### src/hdl/cgt_pkg.sv
package cgt_pkg;

    // =========================================================================
    // Bit numbering: field bit 0 is the most significant bit of the word.
    // =========================================================================
    function automatic int doc_bit(input int n);
        return 31 - n;
    endfunction

    // =========================================================================
    // Register map
    // =========================================================================
    localparam logic [31:0] GAIN_CTRL_OFS  = 32'h0000_0820;
    localparam logic [31:0] TRIG_SETUP_OFS = 32'h0000_0830;

    // =========================================================================
    // Field positions
    // =========================================================================
    localparam int PRESENT_BIT   = doc_bit(0);
    localparam int ABS_CTRL_BIT  = doc_bit(1);
    localparam int ONE_PUSH_BIT  = doc_bit(5);
    localparam int ON_OFF_BIT    = doc_bit(6);
    localparam int AUTO_MAN_BIT  = doc_bit(7);
    localparam int TRIG_POL_BIT  = doc_bit(7);
    localparam int TRIG_SRC_LSB  = doc_bit(10);
    localparam int TRIG_MODE_LSB = doc_bit(15);
    localparam int GAIN_VAL_LSB  = doc_bit(31);

    localparam int GAIN_W = 12;
    localparam int SRC_W  = 3;
    localparam int MODE_W = 4;
    localparam int DB_W   = 9;
    localparam int PORT_N = 4;

    // =========================================================================
    // Fixed flag values and reset values
    // =========================================================================
    localparam logic              FLAG_PRESENT_VAL  = 1'b1;
    localparam logic              FLAG_ABS_VAL      = 1'b0;
    localparam logic              FLAG_ONE_PUSH_VAL = 1'b0;
    localparam logic              GAIN_ON_VAL       = 1'b1;
    localparam logic              FLAG_AUTO_VAL     = 1'b0;
    localparam logic [GAIN_W-1:0] GAIN_RST          = 12'h172;
    localparam logic              TRIG_EN_RST       = 1'b0;
    localparam logic              TRIG_POL_RST      = 1'b1;
    localparam logic [SRC_W-1:0]  TRIG_SRC_RST      = 3'h0;
    localparam logic [MODE_W-1:0] TRIG_MODE_RST     = 4'h0;

    // =========================================================================
    // Gain limits and amplification scale (tenths of a dB)
    // =========================================================================
    localparam logic [GAIN_W-1:0] GAIN_MIN    = 12'h15E;
    localparam logic [GAIN_W-1:0] GAIN_MAX_8  = 12'h3FF;
    localparam logic [GAIN_W-1:0] GAIN_MAX_16 = 12'h1FF;
    localparam logic [17:0]       GAIN_SPAN   = 18'h002A1;
    localparam logic [17:0]       GAIN_ROUND  = 18'h00150;
    localparam logic [DB_W-1:0]   DB_MAX      = 9'h103;
    localparam logic [DB_W-1:0]   DB_UNITY    = 9'h000;

    // =========================================================================
    // Trigger encodings
    // =========================================================================
    localparam logic [SRC_W-1:0]  SRC_PORT_MAX = 3'h3;
    localparam logic [SRC_W-1:0]  SRC_SOFT     = 3'h7;
    localparam logic [MODE_W-1:0] MODE_PROG    = 4'h0;
    localparam logic [MODE_W-1:0] MODE_LEVEL   = 4'h1;

endpackage

### src/hdl/cgt_csr_top.sv
// Our own choice: register access over AHB-Lite.
`timescale 1ns/100ps
// Summary of operation
// - Gain register reads 1 at bit 0: gain control present.
// - Gain bit 1 reads 0, read-only: no absolute_setting_register control.
// - Gain bit 5 reads 0, read-only: single-shot adjustment absent.
// - Gain bit 6 always reads 1, read-only: gain cannot be switched off.
// - Gain bit 7 reads 0, read-only: manual gain only.
// - Gain value in bits 20-31, range 350 to 1023, default 370.
// - With 16-bit pixel output the gain value is limited to 350 to 511.
// - Setting 350 gives unity amplification, 0 dB.
// - Setting 1023 gives the maximum amplification, 25.9 dB.
// - Trigger register reads 1 at bit 0: trigger setup present.
// - Trigger bit 1 reads 0, read-only.
// - Trigger bit 6 is writable and enables triggered operation.
// - Trigger enable is 0 after reset.
// - Trigger bit 7 sets input polarity, used only for hardware sources.
// - Polarity 0 is low active, 1 high active; reset value 1.
// - Source bits 8-10: ports 0 to 3, code 7 software; default 0.
// - Mode bits 12-15: 0 programmable, 1 level; software source allows 0 only.
module cgt_csr_top
    import cgt_pkg::*;
(
    input  wire logic              clock,          // System clock, 200 MHz.
    input  wire logic              srst,           // Synchronous reset, active high.
    input  wire logic              hsel,           // Slave select.
    input  wire logic [31:0]       haddr,          // Byte address.
    input  wire logic [1:0]        htrans,         // Transfer type.
    input  wire logic              hwrite,         // Write when high.
    input  wire logic [2:0]        hsize,          // Transfer size, word only.
    input  wire logic [31:0]       hwdata,         // Write data.
    input  wire logic              hready,         // Bus ready.
    output logic      [31:0]       hrdata,         // Read data.
    output logic                   hreadyout,      // Slave ready.
    output logic                   hresp,          // Response, always OKAY.
    input  wire logic              pix_16bit,      // 16-bit pixel output selected.
    input  wire logic [PORT_N-1:0] trig_in,        // Trigger input pins, asynchronous.
    input  wire logic              sw_trig,        // Software trigger level.
    output logic      [GAIN_W-1:0] gain_value,     // Gain setting in force.
    output logic      [DB_W-1:0]   gain_db,        // Amplification, tenths of a dB.
    output logic                   trig_enable,    // Triggered operation on.
    output logic                   trig_polarity,  // 1 high active, 0 low active.
    output logic      [SRC_W-1:0]  trig_source,    // Selected trigger source.
    output logic      [MODE_W-1:0] trig_mode,      // Selected exposure mode.
    output logic                   trig_active     // Qualified trigger level.
);

    // =========================================================================
    // State
    // =========================================================================
    typedef struct packed {
        logic [GAIN_W-1:0] gain;
        logic              trig_en;
        logic              trig_pol;
        logic [SRC_W-1:0]  trig_src;
        logic [MODE_W-1:0] trig_mode;
        logic              wr_gain;
        logic              wr_trig;
        logic [31:0]       rdata;
        logic [PORT_N-1:0] sync_a;
        logic [PORT_N-1:0] sync_b;
        logic              trig_act;
    } cgt_state_t;

    cgt_state_t        st_q;
    cgt_state_t        st_d;
    logic              ap_ok;
    logic              rd_gain;
    logic              rd_trig;
    logic [SRC_W-1:0]  new_src;
    logic [MODE_W-1:0] new_mode;

    // =========================================================================
    // Helpers
    // =========================================================================
    function automatic logic [GAIN_W-1:0] clamp_gain(input logic [GAIN_W-1:0] v,
                                                    input logic              p16);
        if (v < GAIN_MIN) begin
            return GAIN_MIN;
        end else if (p16 && (v > GAIN_MAX_16)) begin
            return GAIN_MAX_16;
        end else if (v > GAIN_MAX_8) begin
            return GAIN_MAX_8;
        end
        return v;
    endfunction

    function automatic logic trig_ok(input logic [SRC_W-1:0]  s,
                                     input logic [MODE_W-1:0] m);
        logic src_ok;
        logic mode_ok;
        src_ok  = (s <= SRC_PORT_MAX) || (s == SRC_SOFT);
        mode_ok = (m == MODE_PROG) || ((m == MODE_LEVEL) && (s != SRC_SOFT));
        return src_ok && mode_ok;
    endfunction

    function automatic logic [31:0] read_word(input logic [31:0] a,
                                              input cgt_state_t  s);
        logic [31:0] w;
        w = 32'h0000_0000;
        if (a == GAIN_CTRL_OFS) begin
            w[PRESENT_BIT]                 = FLAG_PRESENT_VAL;
            w[ABS_CTRL_BIT]                = FLAG_ABS_VAL;
            w[ONE_PUSH_BIT]                = FLAG_ONE_PUSH_VAL;
            w[ON_OFF_BIT]                  = GAIN_ON_VAL;
            w[AUTO_MAN_BIT]                = FLAG_AUTO_VAL;
            w[GAIN_VAL_LSB +: GAIN_W]      = s.gain;
        end else if (a == TRIG_SETUP_OFS) begin
            w[PRESENT_BIT]                 = FLAG_PRESENT_VAL;
            w[ABS_CTRL_BIT]                = FLAG_ABS_VAL;
            w[ON_OFF_BIT]                  = s.trig_en;
            w[TRIG_POL_BIT]                = s.trig_pol;
            w[TRIG_SRC_LSB +: SRC_W]       = s.trig_src;
            w[TRIG_MODE_LSB +: MODE_W]     = s.trig_mode;
        end
        return w;
    endfunction

    // =========================================================================
    // Bus decode
    // =========================================================================
    // Every transfer completes with no wait state, so the slave never stalls.
    assign ap_ok     = hsel & htrans[1] & hready;
    assign rd_gain   = ap_ok & ~hwrite & (haddr == GAIN_CTRL_OFS);
    assign rd_trig   = ap_ok & ~hwrite & (haddr == TRIG_SETUP_OFS);
    assign new_src   = hwdata[TRIG_SRC_LSB +: SRC_W];
    assign new_mode  = hwdata[TRIG_MODE_LSB +: MODE_W];
    assign hreadyout = 1'b1;
    assign hresp     = 1'b0;

    // =========================================================================
    // Next state
    // =========================================================================
    always_comb begin
        st_d = st_q;
        // A format switch to 16-bit pulls a stored setting down at once.
        if (st_q.wr_gain) begin
            st_d.gain = clamp_gain(hwdata[GAIN_VAL_LSB +: GAIN_W], pix_16bit);
        end else begin
            st_d.gain = clamp_gain(st_q.gain, pix_16bit);
        end
        if (st_q.wr_trig) begin
            st_d.trig_en  = hwdata[ON_OFF_BIT];
            st_d.trig_pol = hwdata[TRIG_POL_BIT];
            // Source and mode change together or not at all.
            if (trig_ok(new_src, new_mode)) begin
                st_d.trig_src  = new_src;
                st_d.trig_mode = new_mode;
            end
        end
        st_d.wr_gain = ap_ok & hwrite & (haddr == GAIN_CTRL_OFS);
        st_d.wr_trig = ap_ok & hwrite & (haddr == TRIG_SETUP_OFS);
        // Reading from the next state returns a write made in the same cycle.
        if (ap_ok & ~hwrite) begin
            st_d.rdata = read_word(haddr, st_d);
        end else begin
            st_d.rdata = 32'h0000_0000;
        end
        st_d.sync_a = trig_in;
        st_d.sync_b = st_q.sync_a;
        if (st_q.trig_src == SRC_SOFT) begin
            st_d.trig_act = st_q.trig_en & sw_trig;
        end else begin
            st_d.trig_act = st_q.trig_en &
                            (st_q.sync_b[st_q.trig_src[1:0]] == st_q.trig_pol);
        end
    end

    always_ff @(posedge clock) begin
        if (srst) begin
            st_q.gain      <= GAIN_RST;
            st_q.trig_en   <= TRIG_EN_RST;
            st_q.trig_pol  <= TRIG_POL_RST;
            st_q.trig_src  <= TRIG_SRC_RST;
            st_q.trig_mode <= TRIG_MODE_RST;
            st_q.wr_gain   <= 1'b0;
            st_q.wr_trig   <= 1'b0;
            st_q.rdata     <= 32'h0000_0000;
            st_q.sync_a    <= 4'h0;
            st_q.sync_b    <= 4'h0;
            st_q.trig_act  <= 1'b0;
        end else begin
            st_q <= st_d;
        end
    end

    // =========================================================================
    // Gain scale
    // =========================================================================
    cgt_gain_db u_gain_db (
        .clock      (clock),
        .srst       (srst),
        .gain_value (st_q.gain),
        .gain_db    (gain_db)
    );

    assign hrdata        = st_q.rdata;
    assign gain_value    = st_q.gain;
    assign trig_enable   = st_q.trig_en;
    assign trig_polarity = st_q.trig_pol;
    assign trig_source   = st_q.trig_src;
    assign trig_mode     = st_q.trig_mode;
    assign trig_active   = st_q.trig_act;
endmodule

### src/hdl/cgt_gain_db.sv
`timescale 1ns/100ps
module cgt_gain_db
    import cgt_pkg::*;
(
    input  wire logic              clock,      // System clock.
    input  wire logic              srst,       // Synchronous reset, active high.
    input  wire logic [GAIN_W-1:0] gain_value, // Clamped gain setting.
    output logic      [DB_W-1:0]   gain_db     // Amplification in tenths of a dB.
);

    // =========================================================================
    // State
    // =========================================================================
    typedef struct packed {
        logic [DB_W-1:0] db;
    } cgt_db_state_t;

    cgt_db_state_t st_q;
    cgt_db_state_t st_d;
    logic [17:0]   prod;

    // The setting scales linearly in dB between the two end points. The
    // constant divide is costly but keeps the end points exact.
    always_comb begin
        st_d = st_q;
        prod = 18'(gain_value - GAIN_MIN) * 18'(DB_MAX) + GAIN_ROUND;
        st_d.db = DB_W'(prod / GAIN_SPAN);
    end

    always_ff @(posedge clock) begin
        if (srst) begin
            st_q.db <= DB_UNITY;
        end else begin
            st_q <= st_d;
        end
    end

    assign gain_db = st_q.db;

endmodule

### config.mk
export PLATFORM = sky130hd
export DESIGN_NAME = cgt_csr_top
export DESIGN_NICKNAME = d
export VERILOG_FILES = /design/src/hdl/cgt_pkg.sv /design/src/hdl/cgt_csr_top.sv /design/src/hdl/cgt_gain_db.sv
export SDC_FILE = /design/constraint.sdc
export NUM_CORES = 1
export LEC_CHECK = 0
export ABC_AREA = 1
export BUFFER_PORTS_ARGS = -buffer_cell sky130_fd_sc_hd__buf_2
export CORE_ASPECT_RATIO = 2
export CORE_UTILIZATION = 50
export CTS_BUF_LIST = sky130_fd_sc_hd__clkbuf_4
export DETAILED_ROUTE_END_ITERATION = 10
export GPL_ROUTABILITY_DRIVEN = 0
export MAX_ROUTING_LAYER = met4
export PLACE_DENSITY = 0.84
export SYNTH_ARGS = -nofsm -noshare
export SYNTH_HDL_FRONTEND = slang
export SYNTH_SLANG_ARGS = --single-unit
### constraint.sdc
create_clock -name clock -period 18.3 [get_ports clock]
set_input_delay 3.66 -clock clock [delete_from_list [all_inputs] [get_ports clock]]
set_output_delay 3.66 -clock clock [all_outputs]
set_load 0.01 [all_outputs]
* After elaboration in Yosys (flattened, before gate mapping)
Index checks and enable logic that the tools add are counted.
** Cells by class
- Shifts and indexed selects :: 0
- $mul :: 1
- Divide/modulo/power cells :: 1
- Reductions and logical operators :: 11
- Add/subtract/negate cells :: 2
- Bitwise gates (word level) :: 12
- $lt $le $gt $ge :: 8
- Multiplexer cells :: 26
- Equality and inequality tests :: 7
** Operators by type and width (count)
- $mux W12 :: 9
- $eq A32 B12 Y1 const B :: 2
- $gt A12 B10 Y1 const B :: 2
- $gt A12 B9 Y1 const B :: 2
- $lt A12 B9 Y1 const B :: 2
- $add A18 B9 Y18 const B :: 1
- $div A18 B10 Y18 const B :: 1
- $mul A18 B9 Y18 const B :: 1
- $sub A12 B9 Y13 const B :: 1
- $mux W1 :: 10
- $mux W9 :: 1
- $and A1 B1 Y1 :: 8
- $mux W7 :: 1
- $eq A3 B3 Y1 const B :: 2
- $mux W2 :: 3
- $reduce_or A3 Y1 :: 2
- $mux W5 :: 1
- $eq A4 B1 Y1 const B :: 1
- $logic_and A1 B1 Y1 :: 4
- $logic_not A4 Y1 :: 1
- $not A1 Y1 :: 4
- $reduce_or A4 Y1 :: 1
- $le A3 B2 Y1 const B :: 1
- $lt A2 B3 Y1 const B :: 1
- other kinds (5) :: 6
** Word-level totals
- RAM bits :: 0
- Input port bits :: 80
- Flip-flop bits (word level) :: 73
- Memory bits (read-only) :: 0
- Logic and storage cells :: 84
- Memories :: 0
- Bits in latches :: 0

* Longest topological paths before layout
- Depth after elaboration :: 8
- Mapped depth :: 95
- Depth with buffers taken out :: 92

* Cells and area by module
Synthesis repeated with hierarchy kept, for this count alone.
** Second synthesis, totals
- Cell total of the unflattened synthesis :: 1337
- Area total of the unflattened synthesis :: 8025.2 sq um
** By module, submodules not included
- cgt_gain_db :: instances 1, cells an instance 999, area each 5526.6 sq um
- cgt_csr_top :: instances 1, cells an instance 338, area each 2498.6 sq um

* Worst setup path before layout
OpenSTA, ideal clock, no wires.
- Path type :: register to register
- Start :: register st_q, in the netlist gain_value[1]
- End :: register u_gain_db.st_q, in the netlist u_gain_db.gain_db[0]
- Slack :: 8.566 ns
- Path buffers :: 5
- Cell stages (with the launch flop) :: 87
- Arrival :: 9.602 ns
- Setup time :: 0.132 ns
- Cell sequence :: dfxtp_1 > inv_1 > nor2_1 > nand2_1 > nand2_1 > nand2_1 > nand2_1 > nand2_1 > nand2_1 > xor2_1 > ha_1 > ha_1 > inv_1 > fa_1 > inv_1 > fa_1 > ha_1 > ha_1 > (+51 left out) > buf_6 > nand2_1 > nand2_1 > inv_1 > ha_1 > nand3_1 > nor2_1 > nor2_1 > nand2_2 > nand3_2 > buf_6 > nand2_1 > o21ai_1 > inv_1 > nand3_1 > nand2_1 > nand2_1 > a21oi_1
** On the way
- Longest elaborated chain between the ends :: 4
** RTL lines
- start: declaration :: RTL line cgt_csr_top.sv:65 : cgt_state_t st_q;
- start signal: assignment :: RTL line cgt_csr_top.sv:183 : st_q <= st_d;
- $sub A12 B9 Y13 :: RTL line cgt_gain_db.sv:26 : prod = 18'(gain_value - GAIN_MIN) * 18'(DB_MAX) + GAIN_ROUND;
- $mul A18 B9 Y18 :: RTL line cgt_gain_db.sv:26
- $add A18 B9 Y18 :: RTL line cgt_gain_db.sv:26
- $div A18 B10 Y18 :: RTL line cgt_gain_db.sv:27 : st_d.db = DB_W'(prod / GAIN_SPAN);
- end signal: assignment :: RTL line cgt_gain_db.sv:34 : st_q <= st_d;
- end: declaration :: RTL line cgt_gain_db.sv:18 : cgt_db_state_t st_q;
Every way passes these cells.
A chain may end at the register's enable or synchronous reset.

* Worst setup path in the final report
Ends and elaborated chain as after synthesis.

==> out/metrics.yaml <==
outcome:
  status: "completed"
cts:
  clock_latency_ns: 0.43
  cts-resized-gates: 0
  postCtsHoldBufs: 0
  cts_setup_buffers: 0
  cts_tree: "built"
  clk_pin_slew_ns: 0.10
  cts_buffers: 9
  cts.sinks: 63
  htree_levels: 3
  cts_buffer_depth: 2
  clock_tree.root_cell: "clkbuf_4"
worst_setup_path:
  cp.required_ns: 18.59
  startpoint: "gain_value[1]$_SDFF_PP1_"
  rr_startpoint: "gain_value[1]$_SDFF_PP1_"
  crit_path_start_kind: "flop"
  setup.worst_path.end: "u_gain_db.gain_db[0]$_SDFF_PP0_"
  ff2ff_setup_slack_ns: 6.23
  cp_common_cell: "nand2_1"
  path_max_fanout: 13
  r2r_end: "u_gain_db.gain_db[0]$_SDFF_PP0_"
  reg2reg_depth: 77
  cp.arrival_ns: 12.36
  critical-path-max-stage-delay_ns: 0.48
  cpMaxStageDelayCell: "dfxtp_1"
  critPathKind: "flop to flop"
  endpoint_kind: "flop"
yosys:
  synth_common_cells: "nand2_1 (340), inv_1 (147), nor2_1 (115)"
  synthArstFlopShare_pct: 0
  yosys.area.top_type_share_pct: 17.5
  synth_largest_area_cell: "nand2_1"
  synth_mux_area_share_pct: 0.413
  synth.most_common_cell: "nand2_1"
  synth_simple_gate_area_share_pct: 43.4
  synth-compound-area-share_pct: 6.96
  yosys_warnings: 0
  syn_area_mm2: 0.00728
  synth_top_family_by_area: "simple AND/OR/NAND/NOR gates"
  ys.flop_type: "dfxtp_1"
  synth_area_leaders: "nand2_1 (18%), dfxtp_1 (17%), ha_1 (9.1%)"
  ys_ff_latch: 63
  syn_area_per_cell_um2: 6.27
  synth_seq_area_share_pct: 17.3
  ys_types: 48
  synth_fa_ha_area_share_pct: 12.1
  synth_cells: 1160
  synth-edff-count: 0
  synth_xor_area_share_pct: 4.32
floorplanning:
  rows: 62
  start_util_pct: 51.0
  chipHeight_um: 173
  core-area_mm2: 0.0143
  dieArea_mm2: 0.0151
  die_w_um: 87.3
  io_pins: 145
route:
  ant_nets: 0
  num_vias: 7442
  drt_iter0_drc: 380
  finalWirelength_mm: 17.8
  drc: 0
  drtPass1Iterations: 6
  wl_per_cell_um: 12.4
  vias_per_cell: 5.19
sta:
  fmax_mhz: 82.9
  tightest_slew_ns: 0.630
  period_share_pct: 66.0
  maxSlewViolCount: 0
  clock_skew_ns: 0.0136
  relSlewSlack_pct: 58.0
  hold_viol_final: 0
  tns_ns: 0
  setup_viol: 0
  min_period_ns: 12.07
  grt_setup_unrepaired: "no"
grt:
  track_usage_pct: 25.1
  antenna_found_initial: 0
  grt-ovfl-total: 0
  grt_max_degree: 31
  grt_pass1_wl_mm: 30.0
  grt_pass1_vias: 7214
worst_hold_path:
  hp-class: "flop to flop"
placement:
  port-buffer-count: 117
  hpwl_mm: 15.1
finish:
  area_growth_pct: 6.93
  nets: 1382
  drive_gt1_share_pct: 18.2
  antenna-diode-count: 0
flow_run:
  drv_cap: 0
sequential cells by signal, summed over array words and instances, names as in the netlist:
| signal | count |
|---|---|
| u_gain_db.gain_db | 9 |
| st_q | 6 |
| gain_value | 12 |
| trig_mode | 4 |
| st_d | 4 |
| trig_polarity | 1 |
| hrdata | 22 |
| trig_source | 3 |
| trig_enable | 1 |
| trig_active | 1 |
cells by family after synthesis:
group	Yosys count
XOR/XNOR	35
AND/OR/NAND/NOR	677
other	2
buffers and inverters	233
multiplexers	3
adder cells (fa/ha/maj)	64
flip-flops	63
AO/OA/AOI/OAI	83
worst max-delay path: cells and delay by family (launching register included):
| kind | cells | cell delay (ns) |
|---|---|---|
| adders and majority gates | 8 | 2.47 |
| DFF | 1 | 0.48 |
| buffers and inverters | 6 | 0.61 |
| and+or+nand+nor | 55 | 6.98 |
| AOI/OAI and AO/OA | 8 | 1.29 |
routing by layer:
metal	vias up	global-route usage, %	share of wire [%]
li1	3773	-	-
met5	-	-	0
met4	0	15.5	5.7
met2	225	47.4	56
met1	3356	22.3	34
met3	88	3.44	3.9
stage by stage:
step | setup WS (ns) | std cells | hold slack (ns) | instance area (µm²) | utilization, %
finish | 6.23 | 1434 | 0.413 | 7780 | 54.5
global route | 5.00 | 1434 | 0.424 | 7780 | 54.5
CTS | 6.36 | 1434 | 0.412 | 7780 | 54.5
detailed placement | 6.45 | 1419 | 0.396 | 7670 | 53.8
global placement | 6.71 | 1419 | 0.392 | 7670 | 53.8
floorplan | 8.57 | 1174 | 0.388 | 7330 | -
area by class of cell:
cell class              instances  area, µm²
clock buffers                   9       67.6
clock inverters                 6       38.8
fillers                      1431       6490
inverters                     169        634
multi-input cells             878       4950
flip-flops and latches         63       1260
well taps                     192        240
repair buffers                117        586
how the worst min path moves through the flow:
| stage | slack [ns] | cells past startpoint | to | from |
|---|---|---|---|---|
| 2_1_floorplan | 0.39 | 2 | st_q[1]$_SDFF_PP0_ | st_d[1]$_SDFF_PP0_ |
| 3_3_place_gp | 0.39 | 2 | st_q[3]$_SDFF_PP0_ | st_d[3]$_SDFF_PP0_ |
| 3_5_place_dp | 0.40 | 2 | st_q[4]$_SDFF_PP0_ | st_d[4]$_SDFF_PP0_ |
| 4_1_cts | 0.41 | 2 | st_q[1]$_SDFF_PP0_ | st_d[1]$_SDFF_PP0_ |
| 5_1_grt | 0.42 | 2 | st_q[2]$_SDFF_PP0_ | st_d[2]$_SDFF_PP0_ |
| 6_report | 0.41 | 2 | st_q[4]$_SDFF_PP0_ | st_d[4]$_SDFF_PP0_ |
placed cells by master (no fill, tap or decap), types with 16 or more instances in the layout:
master	count
dfxtp_1	63
conb_1	16
a21oi_1	16
inv_1	147
buf_2	117
xor2_1	26
o21ai_0	30
ha_1	53
nand2_2	30
nand4_1	30
nand3_1	89
nor2_1	115
inv_2	18
nand2_1	340
Power is not shown: default switching activity piles up to over one toggle a cycle in this logic, so the estimate is an artifact.
